--- config.mk ---
export PLATFORM = sky130hd
export DESIGN_NAME = ebs_top
export DESIGN_NICKNAME = d
export VERILOG_FILES = /design/src/rtl/ebs_pkg.sv /design/src/rtl/ebs_sync2.sv /design/src/rtl/ebs_wait_timer.sv /design/src/rtl/ebs_top.sv
export SDC_FILE = /design/constraint.sdc
export NUM_CORES = 1
export LEC_CHECK = 0
export ABC_AREA = 1
export BUFFER_PORTS_ARGS = -buffer_cell sky130_fd_sc_hd__buf_2
export CAP_MARGIN = 20
export CORE_ASPECT_RATIO = 0.8
export CORE_UTILIZATION = 30
export CTS_CLUSTER_DIAMETER = 120
export DETAILED_ROUTE_END_ITERATION = 7
export PLACE_DENSITY = 0.5
export SLEW_MARGIN = 10
export SYNTH_ARGS = -nofsm -noshare
export SYNTH_HDL_FRONTEND = slang
export SYNTH_SLANG_ARGS = --single-unit
--- constraint.sdc ---
create_clock -name pclk -period 7.25 [get_ports pclk]
set_input_delay 0 -clock pclk [delete_from_list [all_inputs] [get_ports pclk]]
set_output_delay 0 -clock pclk [all_outputs]
set_load 0.05 [all_outputs]
--- src/rtl/ebs_pkg.sv ---
`default_nettype none
package ebs_pkg;
  // Clock and tick timing
  localparam int unsigned CLK_HZ      = 20_000_000;
  localparam int unsigned TICK_MS     = 10;
  localparam int unsigned TICK_CYCLES = CLK_HZ / 1000 * TICK_MS;

  // Setting widths and limits
  localparam int unsigned TIME_W   = 9;
  localparam int unsigned FREQ_W   = 16;
  localparam int unsigned CUR_W    = 5;
  localparam int unsigned CURIN_W  = 8;
  localparam logic [8:0]  TIME_MAX = 9'h1f4;
  localparam logic [15:0] FREQ_MAX = 16'he678;
  localparam logic [4:0]  CUR_MAX  = 5'h14;

  // Enable select codes
  localparam logic [1:0] EN_OFF   = 2'h0;
  localparam logic [1:0] EN_DCB   = 2'h1;
  localparam logic [1:0] EN_NODCB = 2'h2;

  // Terminal function codes
  localparam logic [7:0] FN_RELEASE = 8'h13;
  localparam logic [7:0] FN_ERROR   = 8'h14;
  localparam logic [7:0] FN_ANSWER  = 8'h2c;

  // Register offsets
  localparam int unsigned ADDR_W = 8;
  localparam logic [7:0] OFS_CTRL     = 8'h00;
  localparam logic [7:0] OFS_REL_WAIT = 8'h04;
  localparam logic [7:0] OFS_ACC_DLY  = 8'h08;
  localparam logic [7:0] OFS_STP_DLY  = 8'h0c;
  localparam logic [7:0] OFS_CNF_WAIT = 8'h10;
  localparam logic [7:0] OFS_REL_FREQ = 8'h14;
  localparam logic [7:0] OFS_REL_CUR  = 8'h18;
  localparam logic [7:0] OFS_BRK_FREQ = 8'h1c;
  localparam logic [7:0] OFS_TERM     = 8'h20;
  localparam logic [7:0] OFS_STATUS   = 8'h24;
  localparam logic [7:0] OFS_INT_STAT = 8'h28;
  localparam logic [7:0] OFS_INT_MASK = 8'h2c;

  // Field positions
  localparam int unsigned CTRL_TRIP_CLR = 8;
  localparam int unsigned TERM_IN_LSB   = 0;
  localparam int unsigned TERM_OA_LSB   = 8;
  localparam int unsigned TERM_OB_LSB   = 16;
  localparam int unsigned ST_RELEASE    = 0;
  localparam int unsigned ST_ERROR      = 1;
  localparam int unsigned ST_ANSWER     = 2;
  localparam int unsigned ST_BUSY       = 3;
  localparam int unsigned ST_ASSIGNED   = 4;

  // Interrupt bits
  localparam int unsigned INT_W       = 4;
  localparam int unsigned INT_REL_ON  = 0;
  localparam int unsigned INT_REL_OFF = 1;
  localparam int unsigned INT_ERR     = 2;
  localparam int unsigned INT_DONE    = 3;

  // Reset values
  localparam logic [23:0] TERM_RST = 24'h141300;

  // Sequencer states
  typedef enum logic [3:0] {
    ST_IDLE, ST_ACC_REL, ST_REL_WAIT, ST_CNF_ON, ST_ACC_DLY,
    ST_RUN, ST_DEC_BRK, ST_CNF_OFF, ST_STP_DLY, ST_DEC_ZERO, ST_TRIP
  } ebs_state_t;
endpackage : ebs_pkg
`default_nettype wire

--- src/rtl/ebs_sync2.sv ---
`timescale 1ns/10ps
`default_nettype none
module ebs_sync2 (
  input  wire logic pclk,
  input  wire logic presetn,
  input  wire logic d,
  output logic      q
);
  logic meta_r;

  // Two-stage synchroniser
  always_ff @(posedge pclk or negedge presetn)
  begin
    if (!presetn)
    begin
      meta_r <= 1'b0;
      q      <= 1'b0;
    end
    else
    begin
      meta_r <= d;
      q      <= meta_r;
    end
  end
endmodule : ebs_sync2
`default_nettype wire

--- src/rtl/ebs_wait_timer.sv ---
`timescale 1ns/10ps
`default_nettype none
module ebs_wait_timer #(
  parameter int unsigned TICK_CYCLES = ebs_pkg::TICK_CYCLES
) (
  input  wire logic                      pclk,
  input  wire logic                      presetn,
  input  wire logic                      restart,
  input  wire logic [ebs_pkg::TIME_W-1:0] limit,
  output logic                           done
);
  localparam int unsigned PW = $clog2(TICK_CYCLES + 1);
  localparam logic [PW-1:0] PLAST = PW'(TICK_CYCLES - 1);

  logic [PW-1:0]             pre_r;
  logic [PW-1:0]             pre_nxt;
  logic [ebs_pkg::TIME_W-1:0] cnt_r;
  logic [ebs_pkg::TIME_W-1:0] cnt_nxt;

  // Tick prescaler and saturating tick counter
  always_comb
  begin
    pre_nxt = pre_r;
    cnt_nxt = cnt_r;
    if (restart)
    begin
      pre_nxt = '0;
      cnt_nxt = '0;
    end
    else if (pre_r == PLAST)
    begin
      pre_nxt = '0;
      if (cnt_r != '1)
        cnt_nxt = cnt_r + 1'b1;
    end
    else
      pre_nxt = pre_r + 1'b1;
  end

  always_ff @(posedge pclk or negedge presetn)
  begin
    if (!presetn)
    begin
      pre_r <= '0;
      cnt_r <= '0;
    end
    else
    begin
      pre_r <= pre_nxt;
      cnt_r <= cnt_nxt;
    end
  end

  assign done = (cnt_r >= limit);
endmodule : ebs_wait_timer
`default_nettype wire

--- src/rtl/ebs_top.sv ---
`timescale 1ns/10ps
`default_nettype none
module ebs_top #(
  parameter int unsigned TICK_CYCLES = ebs_pkg::TICK_CYCLES
) (
  input  wire logic                        pclk,
  input  wire logic                        presetn,
  input  wire logic                        psel,
  input  wire logic                        penable,
  input  wire logic                        pwrite,
  input  wire logic [7:0]                  paddr,
  input  wire logic [31:0]                 pwdata,
  output logic      [31:0]                 prdata,
  output logic                             pready,
  output logic                             pslverr,
  input  wire logic                        run_cmd,
  input  wire logic                        pos_ctrl_active,
  input  wire logic [ebs_pkg::FREQ_W-1:0]  output_freq,
  input  wire logic [ebs_pkg::CURIN_W-1:0] output_current,
  input  wire logic                        brake_answer_back_in,
  output logic                             brake_release_out,
  output logic                             brake_error_out,
  output logic                             brake_error_trip,
  output logic                             out_term_a,
  output logic                             out_term_b,
  output logic                             freq_override,
  output logic                             freq_hold,
  output logic      [ebs_pkg::FREQ_W-1:0]  freq_target,
  output logic                             dc_brake_inhibit,
  output logic                             irq
);
  // Settings
  logic [1:0]                  en_sel_r, en_sel_nxt;
  logic [ebs_pkg::TIME_W-1:0]  rel_wait_r, rel_wait_nxt;
  logic [ebs_pkg::TIME_W-1:0]  acc_dly_r, acc_dly_nxt;
  logic [ebs_pkg::TIME_W-1:0]  stp_dly_r, stp_dly_nxt;
  logic [ebs_pkg::TIME_W-1:0]  cnf_wait_r, cnf_wait_nxt;
  logic [ebs_pkg::FREQ_W-1:0]  rel_freq_r, rel_freq_nxt;
  logic [ebs_pkg::CUR_W-1:0]   rel_cur_r, rel_cur_nxt;
  logic [ebs_pkg::FREQ_W-1:0]  brk_freq_r, brk_freq_nxt;
  logic [23:0]                 term_r, term_nxt;
  logic [ebs_pkg::INT_W-1:0]   int_stat_r, int_stat_nxt;
  logic [ebs_pkg::INT_W-1:0]   int_mask_r, int_mask_nxt;
  logic [31:0]                 prdata_nxt;
  logic                        pready_nxt;
  logic                        pslverr_nxt;
  logic                        irq_nxt;
  // Sequencer
  ebs_pkg::ebs_state_t         state_r, state_nxt;
  logic                        rel_r, rel_nxt;
  logic                        err_r, err_nxt;
  logic                        ovr_nxt, hold_nxt, dcbi_nxt;
  logic                        ta_nxt, tb_nxt;
  logic [ebs_pkg::FREQ_W-1:0]  tgt_nxt;
  logic [ebs_pkg::TIME_W-1:0]  t_limit;
  logic                        t_done;
  logic                        ab_sync;
  logic                        ab_assigned;
  logic                        wr_acc;
  logic                        trip_clr;
  logic [ebs_pkg::INT_W-1:0]   ev;

  // Answer-back pin synchroniser
  ebs_sync2 u_ab_sync (
    .pclk    (pclk),
    .presetn (presetn),
    .d       (brake_answer_back_in),
    .q       (ab_sync)
  );

  // Wait timer shared by all timed steps
  ebs_wait_timer #(
    .TICK_CYCLES (TICK_CYCLES)
  ) u_timer (
    .pclk    (pclk),
    .presetn (presetn),
    .restart (state_nxt != state_r),
    .limit   (t_limit),
    .done    (t_done)
  );

  // Common decodes
  assign ab_assigned = (term_r[ebs_pkg::TERM_IN_LSB +: 8]
                        == ebs_pkg::FN_ANSWER);
  assign wr_acc   = psel & penable & pready & pwrite;
  assign trip_clr = wr_acc & (paddr == ebs_pkg::OFS_CTRL)
                    & pwdata[ebs_pkg::CTRL_TRIP_CLR];

  // Saturate a time setting at its maximum
  function automatic logic [8:0] clamp_t(input logic [31:0] v);
    clamp_t = (v > 32'(ebs_pkg::TIME_MAX)) ? ebs_pkg::TIME_MAX : v[8:0];
  endfunction : clamp_t

  // Saturate a frequency setting at its maximum
  function automatic logic [15:0] clamp_f(input logic [31:0] v);
    clamp_f = (v > 32'(ebs_pkg::FREQ_MAX)) ? ebs_pkg::FREQ_MAX : v[15:0];
  endfunction : clamp_f

  // Timer limit for the current step
  always_comb
  begin
    unique case (state_r)
      ebs_pkg::ST_REL_WAIT: t_limit = rel_wait_r;
      ebs_pkg::ST_CNF_ON:   t_limit = cnf_wait_r;
      ebs_pkg::ST_CNF_OFF:  t_limit = cnf_wait_r;
      ebs_pkg::ST_ACC_DLY:  t_limit = acc_dly_r;
      ebs_pkg::ST_STP_DLY:  t_limit = stp_dly_r;
      default:              t_limit = ebs_pkg::TIME_MAX;
    endcase
  end

  // Sequencer next state and flags
  always_comb
  begin
    state_nxt = state_r;
    rel_nxt   = rel_r;
    err_nxt   = err_r;
    ev        = '0;
    unique case (state_r)
      ebs_pkg::ST_IDLE:
        if (run_cmd && en_sel_r != ebs_pkg::EN_OFF)
          state_nxt = ebs_pkg::ST_ACC_REL;
      ebs_pkg::ST_ACC_REL:
        if (!run_cmd)
          state_nxt = ebs_pkg::ST_DEC_ZERO;
        else if (output_freq >= rel_freq_r)
          state_nxt = ebs_pkg::ST_REL_WAIT;
      ebs_pkg::ST_REL_WAIT:
        if (t_done)
        begin
          if (output_current < {3'h0, rel_cur_r})
          begin
            state_nxt = ebs_pkg::ST_TRIP;
            err_nxt   = 1'b1;
            ev[ebs_pkg::INT_ERR] = 1'b1;
          end
          else
          begin
            rel_nxt   = 1'b1;
            ev[ebs_pkg::INT_REL_ON] = 1'b1;
            state_nxt = ab_assigned ? ebs_pkg::ST_CNF_ON
                                    : ebs_pkg::ST_ACC_DLY;
          end
        end
      ebs_pkg::ST_CNF_ON:
        if (ab_sync)
          state_nxt = ebs_pkg::ST_ACC_DLY;
        else if (t_done)
        begin
          state_nxt = ebs_pkg::ST_TRIP;
          rel_nxt   = 1'b0;
          err_nxt   = 1'b1;
          ev[ebs_pkg::INT_ERR] = 1'b1;
        end
      ebs_pkg::ST_ACC_DLY:
        if (t_done)
          state_nxt = ebs_pkg::ST_RUN;
      ebs_pkg::ST_RUN:
        if (!run_cmd)
          state_nxt = ebs_pkg::ST_DEC_BRK;
      ebs_pkg::ST_DEC_BRK:
        if (output_freq <= brk_freq_r)
        begin
          rel_nxt   = 1'b0;
          ev[ebs_pkg::INT_REL_OFF] = 1'b1;
          state_nxt = ab_assigned ? ebs_pkg::ST_CNF_OFF
                                  : ebs_pkg::ST_STP_DLY;
        end
      ebs_pkg::ST_CNF_OFF:
        if (!ab_sync)
          state_nxt = ebs_pkg::ST_STP_DLY;
        else if (t_done)
        begin
          state_nxt = ebs_pkg::ST_TRIP;
          err_nxt   = 1'b1;
          ev[ebs_pkg::INT_ERR] = 1'b1;
        end
      ebs_pkg::ST_STP_DLY:
        if (t_done)
          state_nxt = ebs_pkg::ST_DEC_ZERO;
      ebs_pkg::ST_DEC_ZERO:
        if (output_freq == '0)
        begin
          state_nxt = ebs_pkg::ST_IDLE;
          ev[ebs_pkg::INT_DONE] = 1'b1;
        end
      ebs_pkg::ST_TRIP:
        if (trip_clr)
        begin
          state_nxt = ebs_pkg::ST_IDLE;
          err_nxt   = 1'b0;
        end
      default:
      begin
        state_nxt = ebs_pkg::ST_TRIP;
        rel_nxt   = 1'b0;
        err_nxt   = 1'b1;
      end
    endcase
  end

  // Frequency steering and terminal outputs
  always_comb
  begin
    ovr_nxt  = 1'b1;
    hold_nxt = 1'b0;
    tgt_nxt  = '0;
    unique case (state_nxt)
      ebs_pkg::ST_ACC_REL, ebs_pkg::ST_REL_WAIT, ebs_pkg::ST_ACC_DLY:
        tgt_nxt = rel_freq_r;
      ebs_pkg::ST_CNF_ON, ebs_pkg::ST_CNF_OFF:
        hold_nxt = 1'b1;
      ebs_pkg::ST_DEC_BRK, ebs_pkg::ST_STP_DLY:
        tgt_nxt = brk_freq_r;
      ebs_pkg::ST_RUN, ebs_pkg::ST_IDLE:
        ovr_nxt = 1'b0;
      default:
        tgt_nxt = '0;
    endcase
    dcbi_nxt = (en_sel_r == ebs_pkg::EN_NODCB) & pos_ctrl_active;
    ta_nxt = (term_r[ebs_pkg::TERM_OA_LSB +: 8] == ebs_pkg::FN_RELEASE)
             ? rel_nxt
             : (term_r[ebs_pkg::TERM_OA_LSB +: 8] == ebs_pkg::FN_ERROR)
             & err_nxt;
    tb_nxt = (term_r[ebs_pkg::TERM_OB_LSB +: 8] == ebs_pkg::FN_RELEASE)
             ? rel_nxt
             : (term_r[ebs_pkg::TERM_OB_LSB +: 8] == ebs_pkg::FN_ERROR)
             & err_nxt;
  end

  always_ff @(posedge pclk or negedge presetn)
  begin
    if (!presetn)
    begin
      state_r           <= ebs_pkg::ST_IDLE;
      rel_r             <= 1'b0;
      err_r             <= 1'b0;
      brake_release_out <= 1'b0;
      brake_error_out   <= 1'b0;
      brake_error_trip  <= 1'b0;
      out_term_a        <= 1'b0;
      out_term_b        <= 1'b0;
      freq_override     <= 1'b0;
      freq_hold         <= 1'b0;
      freq_target       <= '0;
      dc_brake_inhibit  <= 1'b0;
    end
    else
    begin
      state_r           <= state_nxt;
      rel_r             <= rel_nxt;
      err_r             <= err_nxt;
      brake_release_out <= rel_nxt;
      brake_error_out   <= err_nxt;
      brake_error_trip  <= err_nxt;
      out_term_a        <= ta_nxt;
      out_term_b        <= tb_nxt;
      freq_override     <= ovr_nxt;
      freq_hold         <= hold_nxt;
      freq_target       <= tgt_nxt;
      dc_brake_inhibit  <= dcbi_nxt;
    end
  end

  // APB slave, settings and interrupt logic
  always_comb
  begin
    en_sel_nxt   = en_sel_r;
    rel_wait_nxt = rel_wait_r;
    acc_dly_nxt  = acc_dly_r;
    stp_dly_nxt  = stp_dly_r;
    cnf_wait_nxt = cnf_wait_r;
    rel_freq_nxt = rel_freq_r;
    rel_cur_nxt  = rel_cur_r;
    brk_freq_nxt = brk_freq_r;
    term_nxt     = term_r;
    int_mask_nxt = int_mask_r;
    int_stat_nxt = int_stat_r;
    prdata_nxt   = prdata;
    pready_nxt   = 1'b0;
    pslverr_nxt  = 1'b0;
    if (wr_acc)
    begin
      unique case (paddr)
        ebs_pkg::OFS_CTRL:     en_sel_nxt   = pwdata[1:0];
        ebs_pkg::OFS_REL_WAIT: rel_wait_nxt = clamp_t(pwdata);
        ebs_pkg::OFS_ACC_DLY:  acc_dly_nxt  = clamp_t(pwdata);
        ebs_pkg::OFS_STP_DLY:  stp_dly_nxt  = clamp_t(pwdata);
        ebs_pkg::OFS_CNF_WAIT: cnf_wait_nxt = clamp_t(pwdata);
        ebs_pkg::OFS_REL_FREQ: rel_freq_nxt = clamp_f(pwdata);
        ebs_pkg::OFS_REL_CUR:  rel_cur_nxt  =
          (pwdata > 32'(ebs_pkg::CUR_MAX)) ? ebs_pkg::CUR_MAX : pwdata[4:0];
        ebs_pkg::OFS_BRK_FREQ: brk_freq_nxt = clamp_f(pwdata);
        ebs_pkg::OFS_TERM:     term_nxt     = pwdata[23:0];
        ebs_pkg::OFS_INT_STAT: int_stat_nxt = int_stat_r & ~pwdata[3:0];
        ebs_pkg::OFS_INT_MASK: int_mask_nxt = pwdata[3:0];
        default:               int_stat_nxt = int_stat_r;
      endcase
    end
    // Hardware set wins over a same-cycle clear
    int_stat_nxt = int_stat_nxt | ev;
    if (psel && !penable)
    begin
      pready_nxt = 1'b1;
      unique case (paddr)
        ebs_pkg::OFS_CTRL:     prdata_nxt = {30'h0, en_sel_r};
        ebs_pkg::OFS_REL_WAIT: prdata_nxt = {23'h0, rel_wait_r};
        ebs_pkg::OFS_ACC_DLY:  prdata_nxt = {23'h0, acc_dly_r};
        ebs_pkg::OFS_STP_DLY:  prdata_nxt = {23'h0, stp_dly_r};
        ebs_pkg::OFS_CNF_WAIT: prdata_nxt = {23'h0, cnf_wait_r};
        ebs_pkg::OFS_REL_FREQ: prdata_nxt = {16'h0, rel_freq_r};
        ebs_pkg::OFS_REL_CUR:  prdata_nxt = {27'h0, rel_cur_r};
        ebs_pkg::OFS_BRK_FREQ: prdata_nxt = {16'h0, brk_freq_r};
        ebs_pkg::OFS_TERM:     prdata_nxt = {8'h0, term_r};
        ebs_pkg::OFS_STATUS:   prdata_nxt = {27'h0, ab_assigned,
                                  state_r != ebs_pkg::ST_IDLE, ab_sync,
                                  err_r, rel_r};
        ebs_pkg::OFS_INT_STAT: prdata_nxt = {28'h0, int_stat_r};
        ebs_pkg::OFS_INT_MASK: prdata_nxt = {28'h0, int_mask_r};
        default:
        begin
          prdata_nxt  = 32'h0;
          pslverr_nxt = 1'b1;
        end
      endcase
    end
    irq_nxt = |(int_stat_nxt & int_mask_nxt);
  end

  always_ff @(posedge pclk or negedge presetn)
  begin
    if (!presetn)
    begin
      en_sel_r   <= ebs_pkg::EN_OFF;
      rel_wait_r <= '0;
      acc_dly_r  <= '0;
      stp_dly_r  <= '0;
      cnf_wait_r <= '0;
      rel_freq_r <= '0;
      rel_cur_r  <= '0;
      brk_freq_r <= '0;
      term_r     <= ebs_pkg::TERM_RST;
      int_stat_r <= '0;
      int_mask_r <= '0;
      prdata     <= 32'h0;
      pready     <= 1'b0;
      pslverr    <= 1'b0;
      irq        <= 1'b0;
    end
    else
    begin
      en_sel_r   <= en_sel_nxt;
      rel_wait_r <= rel_wait_nxt;
      acc_dly_r  <= acc_dly_nxt;
      stp_dly_r  <= stp_dly_nxt;
      cnf_wait_r <= cnf_wait_nxt;
      rel_freq_r <= rel_freq_nxt;
      rel_cur_r  <= rel_cur_nxt;
      brk_freq_r <= brk_freq_nxt;
      term_r     <= term_nxt;
      int_stat_r <= int_stat_nxt;
      int_mask_r <= int_mask_nxt;
      prdata     <= prdata_nxt;
      pready     <= pready_nxt;
      pslverr    <= pslverr_nxt;
      irq        <= irq_nxt;
    end
  end
endmodule : ebs_top
`default_nettype wire

# Word level (Yosys, flattened, before mapping)
# Index checks and enable logic that the tools add are counted.
# totals
in_bits	72
ff_bits	198
wordCells	182
# classes
add_sub_neg	2
n_bitwise	12
order_cmp	7
eq_ne	38
muxes	65
n_reduce_logical	30
# op_table
operator	count
$pmux 24 s12	1
$mux 4	19
$eq 8x5->1 const B	8
$pmux 4 s11	1
$eq 8x6->1 const B	5
$mux 18	2
$mux 9	4
$pmux 9 s4	1
$eq 4x3->1 const B	8
$gt 32x16->1 const B	1
$gt 32x5->1 const B	1
$gt 32x9->1 const B	1
$pmux 16 s2	1
$mux 1	30
$reduce_and 2->1	10
$add 18x1->18 const B	1
$eq 18x18->1 const B	1
$eq 4x2->1 const B	4
$eq 4x4->1 const B	4
$eq 8x4->1 const B	2
$ge 16x16->1	1
$le 16x16->1	1
$logic_not 16->1	1
$mux 16	1
other kinds (29)	45

# Depth between registers and ports, before layout
# logic_depth
depth_word	10
depth_mapped	25

# By module
# A second synthesis with hierarchy kept.
# hier_totals
cells_unflattened	1381
area_unflattened_um2	10780.3
# modules_own_cells
mod	cells_each	instances	area_each_um2
ebs_top	1132	1	8917.3
ebs_wait_timer	247	1	1813.0
ebs_sync2	2	1	50.0

# Least setup slack after synthesis
# OpenSTA, ideal clock, no wires.
# synth_timing
path_type	reg-to-reg
startpoint	register state_r[1]
endpoint	register u_timer.pre_r[10]
stages_incl_launch_ff	24
t_required_ps	7170
setup_time_ps	80
path_buffers	1
t_arrival_ps	3150
slack_ps	4019
path_cell_list	dfrtp_1 -> inv_2 -> nor2_1 -> inv_1 -> nor2_4 -> nor4_1 -> nor3_1 -> ha_1 -> nand2_1 -> inv_1 -> nand2_1 -> nand2_1 -> inv_1 -> nand4_4 -> inv_1 -> a21oi_1 -> nor2_2 -> nand2_1 -> nor2_2 -> nand2_1 -> nand2_1 -> nand2_2 -> buf_4 -> nor3_2
# synth_via
elab_chain_cells	9
# synth_rtl
item	line_no	text
from (decl)	ebs_top.sv:49	ebs_pkg::ebs_state_t state_r, state_nxt;
from (signal assigned)	ebs_top.sv:235	state_r <= ebs_pkg::ST_IDLE;
from (signal assigned)	ebs_top.sv:250	state_r <= state_nxt;
$eq 4x3->1 / $eq 4x2->1 (equally long branches)	ebs_top.sv:102, ebs_top.sv:119	
$reduce_or 2->1 (no source line)	-	
$pmux 9 s4	ebs_top.sv:102	unique case (state_r)
$ge 9x9->1	ebs_wait_timer.sv:54	assign done = (cnt_r >= limit);
$mux 4	ebs_top.sv:148, ebs_top.sv:172	
$mux 4, on equally long branches	ebs_top.sv:170, ebs_top.sv:146	
$pmux 4 s11	ebs_top.sv:119	unique case (state_r)
$ne 4x4->1 *	ebs_top.sv:77	.restart (state_nxt != state_r),
$mux 18 *	ebs_wait_timer.sv:25	if (restart)
net u_timer.pre_nxt[10]	ebs_wait_timer.sv:16	logic [PW-1:0] pre_nxt;
to (signal assigned)	ebs_wait_timer.sv:49	pre_r <= pre_nxt;
to (decl)	ebs_wait_timer.sv:15	logic [PW-1:0] pre_r;
# Mark *: on every way through the listed nets, which the timed path passes. The rest lies on a longest branch.
# A chain may end at the register's enable or synchronous reset.

# Worst setup path after layout
# layout_timing
startpoint	register state_r[1]
endpoint	register u_timer.cnt_r[4] (netlist name)
# layout_via
elab_chain_cells	10
# layout_rtl
item	line_no	text
$eq 4x3->1 / $eq 4x2->1 (equally long branches)	ebs_top.sv:102, ebs_top.sv:119	
$reduce_or 2->1 (no source line)	-	
$pmux 9 s4	ebs_top.sv:102	
$ge 9x9->1	ebs_wait_timer.sv:54	
$mux 4	ebs_top.sv:148, ebs_top.sv:172	
$mux 4, on equally long branches	ebs_top.sv:170, ebs_top.sv:146	
$pmux 4 s11	ebs_top.sv:119	
$ne 4x4->1 *	ebs_top.sv:77	
$reduce_bool 2->1 (no source line)	-	
$reduce_and 2->1 (no source line)	-	
to (signal assigned)	ebs_wait_timer.sv:50	cnt_r <= cnt_nxt;
to (decl)	ebs_wait_timer.sv:17	logic [ebs_pkg::TIME_W-1:0] cnt_r;
# Every way passes the cells marked *; elsewhere a longest branch is shown, timed or not.

==> results by stage <==
Run status:
- The flow ran to the end, but the final reports show violations.
- The checks that failed: negative hold slack.

Setup path:
- The maximum fanout along the worst path is 27.
- The count of cells along the worst register-to-register path is 22.
- STA classifies the critical path endpoint as a flop.
- For flop-to-flop paths, the worst setup slack is 3.08 ns.
- In this run the critical register-to-register path is captured at u_timer.cnt_r[4].
- The source of the critical timing path is state_r[1].
- The worst setup path endpoint is u_timer.cnt_r[4].
- The startpoint class of the critical path is a flop.
- By startpoint and endpoint, the worst setup path is classified as flop to flop.
- The startpoint identified for the worst register-to-register timing path is state_r[1].
- The data required time at the worst endpoint is 7.61 ns.
- The arrival time at the worst endpoint is 4.53 ns.

Yosys:
- The fraction of post-synthesis cell area in the top cell type by area is 0.4268.
- Of all flip-flops after synthesis, the portion carrying an async set or reset was 1.000.
- The share of the Yosys chip area taken by registers is 0.4389.
- In this run, synthesis inferred 0 flip-flops with an integrated enable.
- The most frequently used cell type in the post-synthesis netlist is sky130_fd_sc_hd__nand2_1.
- The synthesized cell area is 0.01085 mm².
- The number of unique standard cell types used by synthesis is 53.
- The gate count after technology mapping is 1373.
- The flip-flop and latch count after synthesis is 190.
- The number of warnings reported in the yosys synthesis log is 0.
- By count the netlist is led by 354 x sky130_fd_sc_hd__nand2_1, 185 x sky130_fd_sc_hd__dfrtp_1, 181 x sky130_fd_sc_hd__inv_1.
- In the post-synthesis netlist, the biggest area contributors are sky130_fd_sc_hd__dfrtp_1 43%, sky130_fd_sc_hd__nand2_1 12%, sky130_fd_sc_hd__inv_1 6.3%.
- The biggest area contributor in the post-synthesis netlist is sky130_fd_sc_hd__dfrtp_1.
- Dividing the synthesized area by the synthesized cell count gives 7.901 µm².
- In the synthesized netlist the dominant register cell turns out to be sky130_fd_sc_hd__dfrtp_1.

Place:
- The routability-driven placement congestion ratio is 0.9042.
- The wire-length estimate of the detail-placed layout is 26770 µm.
- In this run the tool buffered the top-level ports with 122 buffer cells.

Routing:
- The final route contains 9770 vias.
- Using the TritonRoute via totals, the vias-per-cell ratio works out to 4.870.
- The final wirelength is 34890 µm.
- Before antenna repair, the detailed router went through 5 iterations.
- In the final routed layout, each cell accounts on average for 17.39 µm.
- The number of nets with antenna violations after routing is 0.
- The number of DRC markers in iteration 0 is 703.
- After detailed routing, the number of remaining DRC violations is 0.

Timing:
- For the pin with the worst max-slew slack, the measured transition is 0.9604 ns.
- After routing, the total negative slack on setup checks comes to 0 ns.
- The count of endpoints failing setup in the final report is 0.
- The minimum clock period is 4.174 ns.
- The count of pins over their slew limit is 0.
- The tightest hold margin is -0.002956 ns.
- Of the available clock period, the critical path in the final layout requires 0.5757.
- The relative slew slack is 0.3538.
- The hold violation count in the final report is 1.
- Setup repair after global routing left no endpoint under its margin.
- The largest clock skew in the final design is 0.01650 ns.
- Timing would allow up to 0.2396 GHz.

Floorplan:
- For this configuration, the core starts out at a cell density of 0.3083.
- The number of standard-cell rows in the floorplan is 61.
- The core region is 0.03519 mm².
- The chip height is 172.1 µm.
- The number of placed I/O pins is 131.
- The floorplan step defined a die boundary enclosing 0.03693 mm².
- The x dimension of the die is 214.6 µm.

Clocking:
- The total number of H-tree levels is 4.
- The CTS sink count is 190.
- The post-CTS repair timing setup buffer count is 0.
- The clock latency at the later pin of the worst-skew pair is 0.46 ns.
- The clock tree from TritonCTS is built.
- The number of clock buffers inserted by TritonCTS is 17.
- The clock transition at the register clock pins on the worst setup and hold paths after CTS is 0.08 ns.
- The clock passes through at most 2 buffers.
- The buffer cell driving the clock tree root is sky130_fd_sc_hd__clkbuf_16.

Global route:
- The via count of the first global-routing pass was 9377.
- The global-route wire length before repair is 54740 µm.
- The overall fraction of global-route tracks in use is 0.1948.
- The remaining global-route overflow is 0.
- The initial antenna violation count is 0.
- The pin count of the biggest net entering global routing is 92.

Run:
- Across the run, the number of max-cap violations was 0.

Power and ir drop:
- The clock group share of total power is 0.321.
- The switching power as a share of total power is 0.3958.
- In this run the power density over the cells is 236.2 mW/mm².
- Of the total power, registers draw 0.379.
- The worst-case IR drop observed on VDD is 0.0001634 V.
- Summed over all nets, the switching power comes to 0.001198 W.
- For this design the static power due to leakage is 6.241 nW.
- The share of total power dissipated in combinational logic is 0.300.
- Cell internal power was estimated by the tool at 0.001828 W.

Finish:
- Compared with the post-synthesis result, the final layout area differs by 18.11%.
- The number of nets at the end of the flow is 1641.
- 0 antenna diodes ended up in the layout.
- The share of cells above drive strength 1 is 0.1636.

Min path:
- The worst hold-check path type is primary input to flop.
==> cell type report <==
cell class	instances	area, µm²
Clock buffer	18	439.2
Inverter	196	735.7
Timing Repair Buffer	157	972.2
Tap cell	472	590.6
Fill cell	3698	22370
Multi-Input combinational cell	959	5167
Clock inverter	14	146.4
Sequential cell	190	4761
==> power groups by stage <==
stage / logic (W) / registers (W) / clock network [W]
floorplan: 0.000580 / 0.00127 / 0
global placement: 0.000898 / 0.00117 / 0
detailed placement: 0.000902 / 0.00117 / 0
CTS: 0.000918 / 0.00115 / 0.000994
global route: 0.00100 / 0.00115 / 0.00104
finish: 0.000909 / 0.00115 / 0.000971
==> how the worst min path moves through the flow <==
stage	from	to	slack, ns	cells past startpoint
after floorplan	presetn	acc_dly_r[0]	-0.30	0
after detailed placement	presetn	freq_target[6]	0.12	1
final	pwdata[6]	term_r[6]	-0.003	3
after CTS	pwdata[6]	term_r[6]	0.002	3
after global routing	pwdata[6]	term_r[6]	0.004	3
after global placement	presetn	freq_target[6]	0.12	1
==> sequential cells by signal, indices dropped and copies added, names as in the netlist, 2 cells and up <==
signal	cells
term_r	24
acc_dly_r	9
u_timer.cnt_r	9
freq_target	16
state_r	4
en_sel_r	2
rel_cur_r	5
rel_wait_r	9
prdata	24
u_timer.pre_r	18
cnf_wait_r	9
rel_freq_r	16
int_stat_r	4
int_mask_r	4
stp_dly_r	9
brk_freq_r	16
==> cell families (layout without fill, tap and decap cells) <==
| group | count (synthesis) | in the layout | share of synthesized area |
|---|---|---|---|
| simple gates | 643 | 643 | 0.2752 |
| buf+inv | 231 | 385 | 0.08720 |
| fa+ha+maj | 48 | 48 | 0.05536 |
| xor+xnor | 15 | 15 | 0.01211 |
| compound gates | 243 | 243 | 0.1291 |
| flops | 190 | 190 | 0.4389 |
| other cells | 1 | 8 | 0.0003457 |
| mux | 2 | 2 | 0.001846 |
==> per-layer routing <==
metal / GRT usage / share of wire
met3: 0.04063 / 0.051
met4: 0.05528 / 0.019
met1: 0.2725 / 0.49
met2: 0.3021 / 0.44
met5: 0.009333 / 0.0012
==> timing repair <==
action | CTS | global route
resized for setup | 0 | 0
hold buffers | 28 | 0
hold endpoints to repair | 136 | 0
==> cell usage in the layout, fill, tap and decap left out, types with 3 or more instances in the layout <==
master	Yosys	routed
sky130_fd_sc_hd__a21o_1	3	3
sky130_fd_sc_hd__a21oi_1	42	42
sky130_fd_sc_hd__a221oi_1	14	14
sky130_fd_sc_hd__a22o_1	4	4
sky130_fd_sc_hd__a22oi_1	3	3
sky130_fd_sc_hd__buf_2	2	121
sky130_fd_sc_hd__buf_4	12	6
sky130_fd_sc_hd__clkbuf_16	0	17
sky130_fd_sc_hd__clkinv_1	3	3
sky130_fd_sc_hd__conb_1	1	8
sky130_fd_sc_hd__dfrtp_1	185	185
sky130_fd_sc_hd__dfstp_2	5	5
sky130_fd_sc_hd__dlygate4sd3_1	0	28
sky130_fd_sc_hd__ha_1	48	48
sky130_fd_sc_hd__inv_1	181	181
sky130_fd_sc_hd__inv_2	12	12
sky130_fd_sc_hd__inv_6	0	7
sky130_fd_sc_hd__nand2_1	354	354
sky130_fd_sc_hd__nand2_2	17	17
sky130_fd_sc_hd__nand3_1	43	43
sky130_fd_sc_hd__nand3_2	6	6
sky130_fd_sc_hd__nand3_4	3	3
sky130_fd_sc_hd__nand4_1	32	32
sky130_fd_sc_hd__nor2_1	101	101
sky130_fd_sc_hd__nor2_2	13	13
sky130_fd_sc_hd__nor2_4	4	4
sky130_fd_sc_hd__nor3_1	29	29
sky130_fd_sc_hd__nor3_2	23	23
sky130_fd_sc_hd__nor4_1	9	9
sky130_fd_sc_hd__o2111ai_1	3	3
sky130_fd_sc_hd__o21ai_0	123	123
sky130_fd_sc_hd__o22ai_1	37	37
sky130_fd_sc_hd__xor2_1	13	13
==> metrics by stage <==
stage               area (µm²)  std cells  worst slack [ns]  utilization  total power (W)
floorplan                10870       1380             4.019            -         0.001852
global placement         11920       1945             3.158       0.3388         0.002065
detailed placement       11950       1946             3.025       0.3395         0.002070
CTS                      12810       2006             2.999       0.3641         0.003058
global route             12810       2006             2.534       0.3641         0.003191
finish                   12810       2006             3.076       0.3641         0.003026
==> worst max-delay path, cell delays in order (launching register included) <==
cell	delay [ns]
sky130_fd_sc_hd__dfrtp_1	0.47
sky130_fd_sc_hd__inv_2	0.14
sky130_fd_sc_hd__nor2_1	0.05
sky130_fd_sc_hd__inv_1	0.17
sky130_fd_sc_hd__nor2_4	0.10
sky130_fd_sc_hd__nor4_1	0.74
sky130_fd_sc_hd__nor3_1	0.10
sky130_fd_sc_hd__ha_1	0.35
sky130_fd_sc_hd__nand2_1	0.11
sky130_fd_sc_hd__inv_1	0.05
sky130_fd_sc_hd__nand2_1	0.05
sky130_fd_sc_hd__nand2_1	0.06
sky130_fd_sc_hd__inv_1	0.09
sky130_fd_sc_hd__nand4_4	0.17
sky130_fd_sc_hd__inv_1	0.14
sky130_fd_sc_hd__a21oi_1	0.08
sky130_fd_sc_hd__nor2_2	0.13
sky130_fd_sc_hd__nand2_1	0.08
sky130_fd_sc_hd__nor2_2	0.16
sky130_fd_sc_hd__nand2_1	0.06
sky130_fd_sc_hd__nand2_1	0.07
sky130_fd_sc_hd__nand2_2	0.40
sky130_fd_sc_hd__nor3_1	0.28
Note: power is estimated with default switching activity, not from simulation.
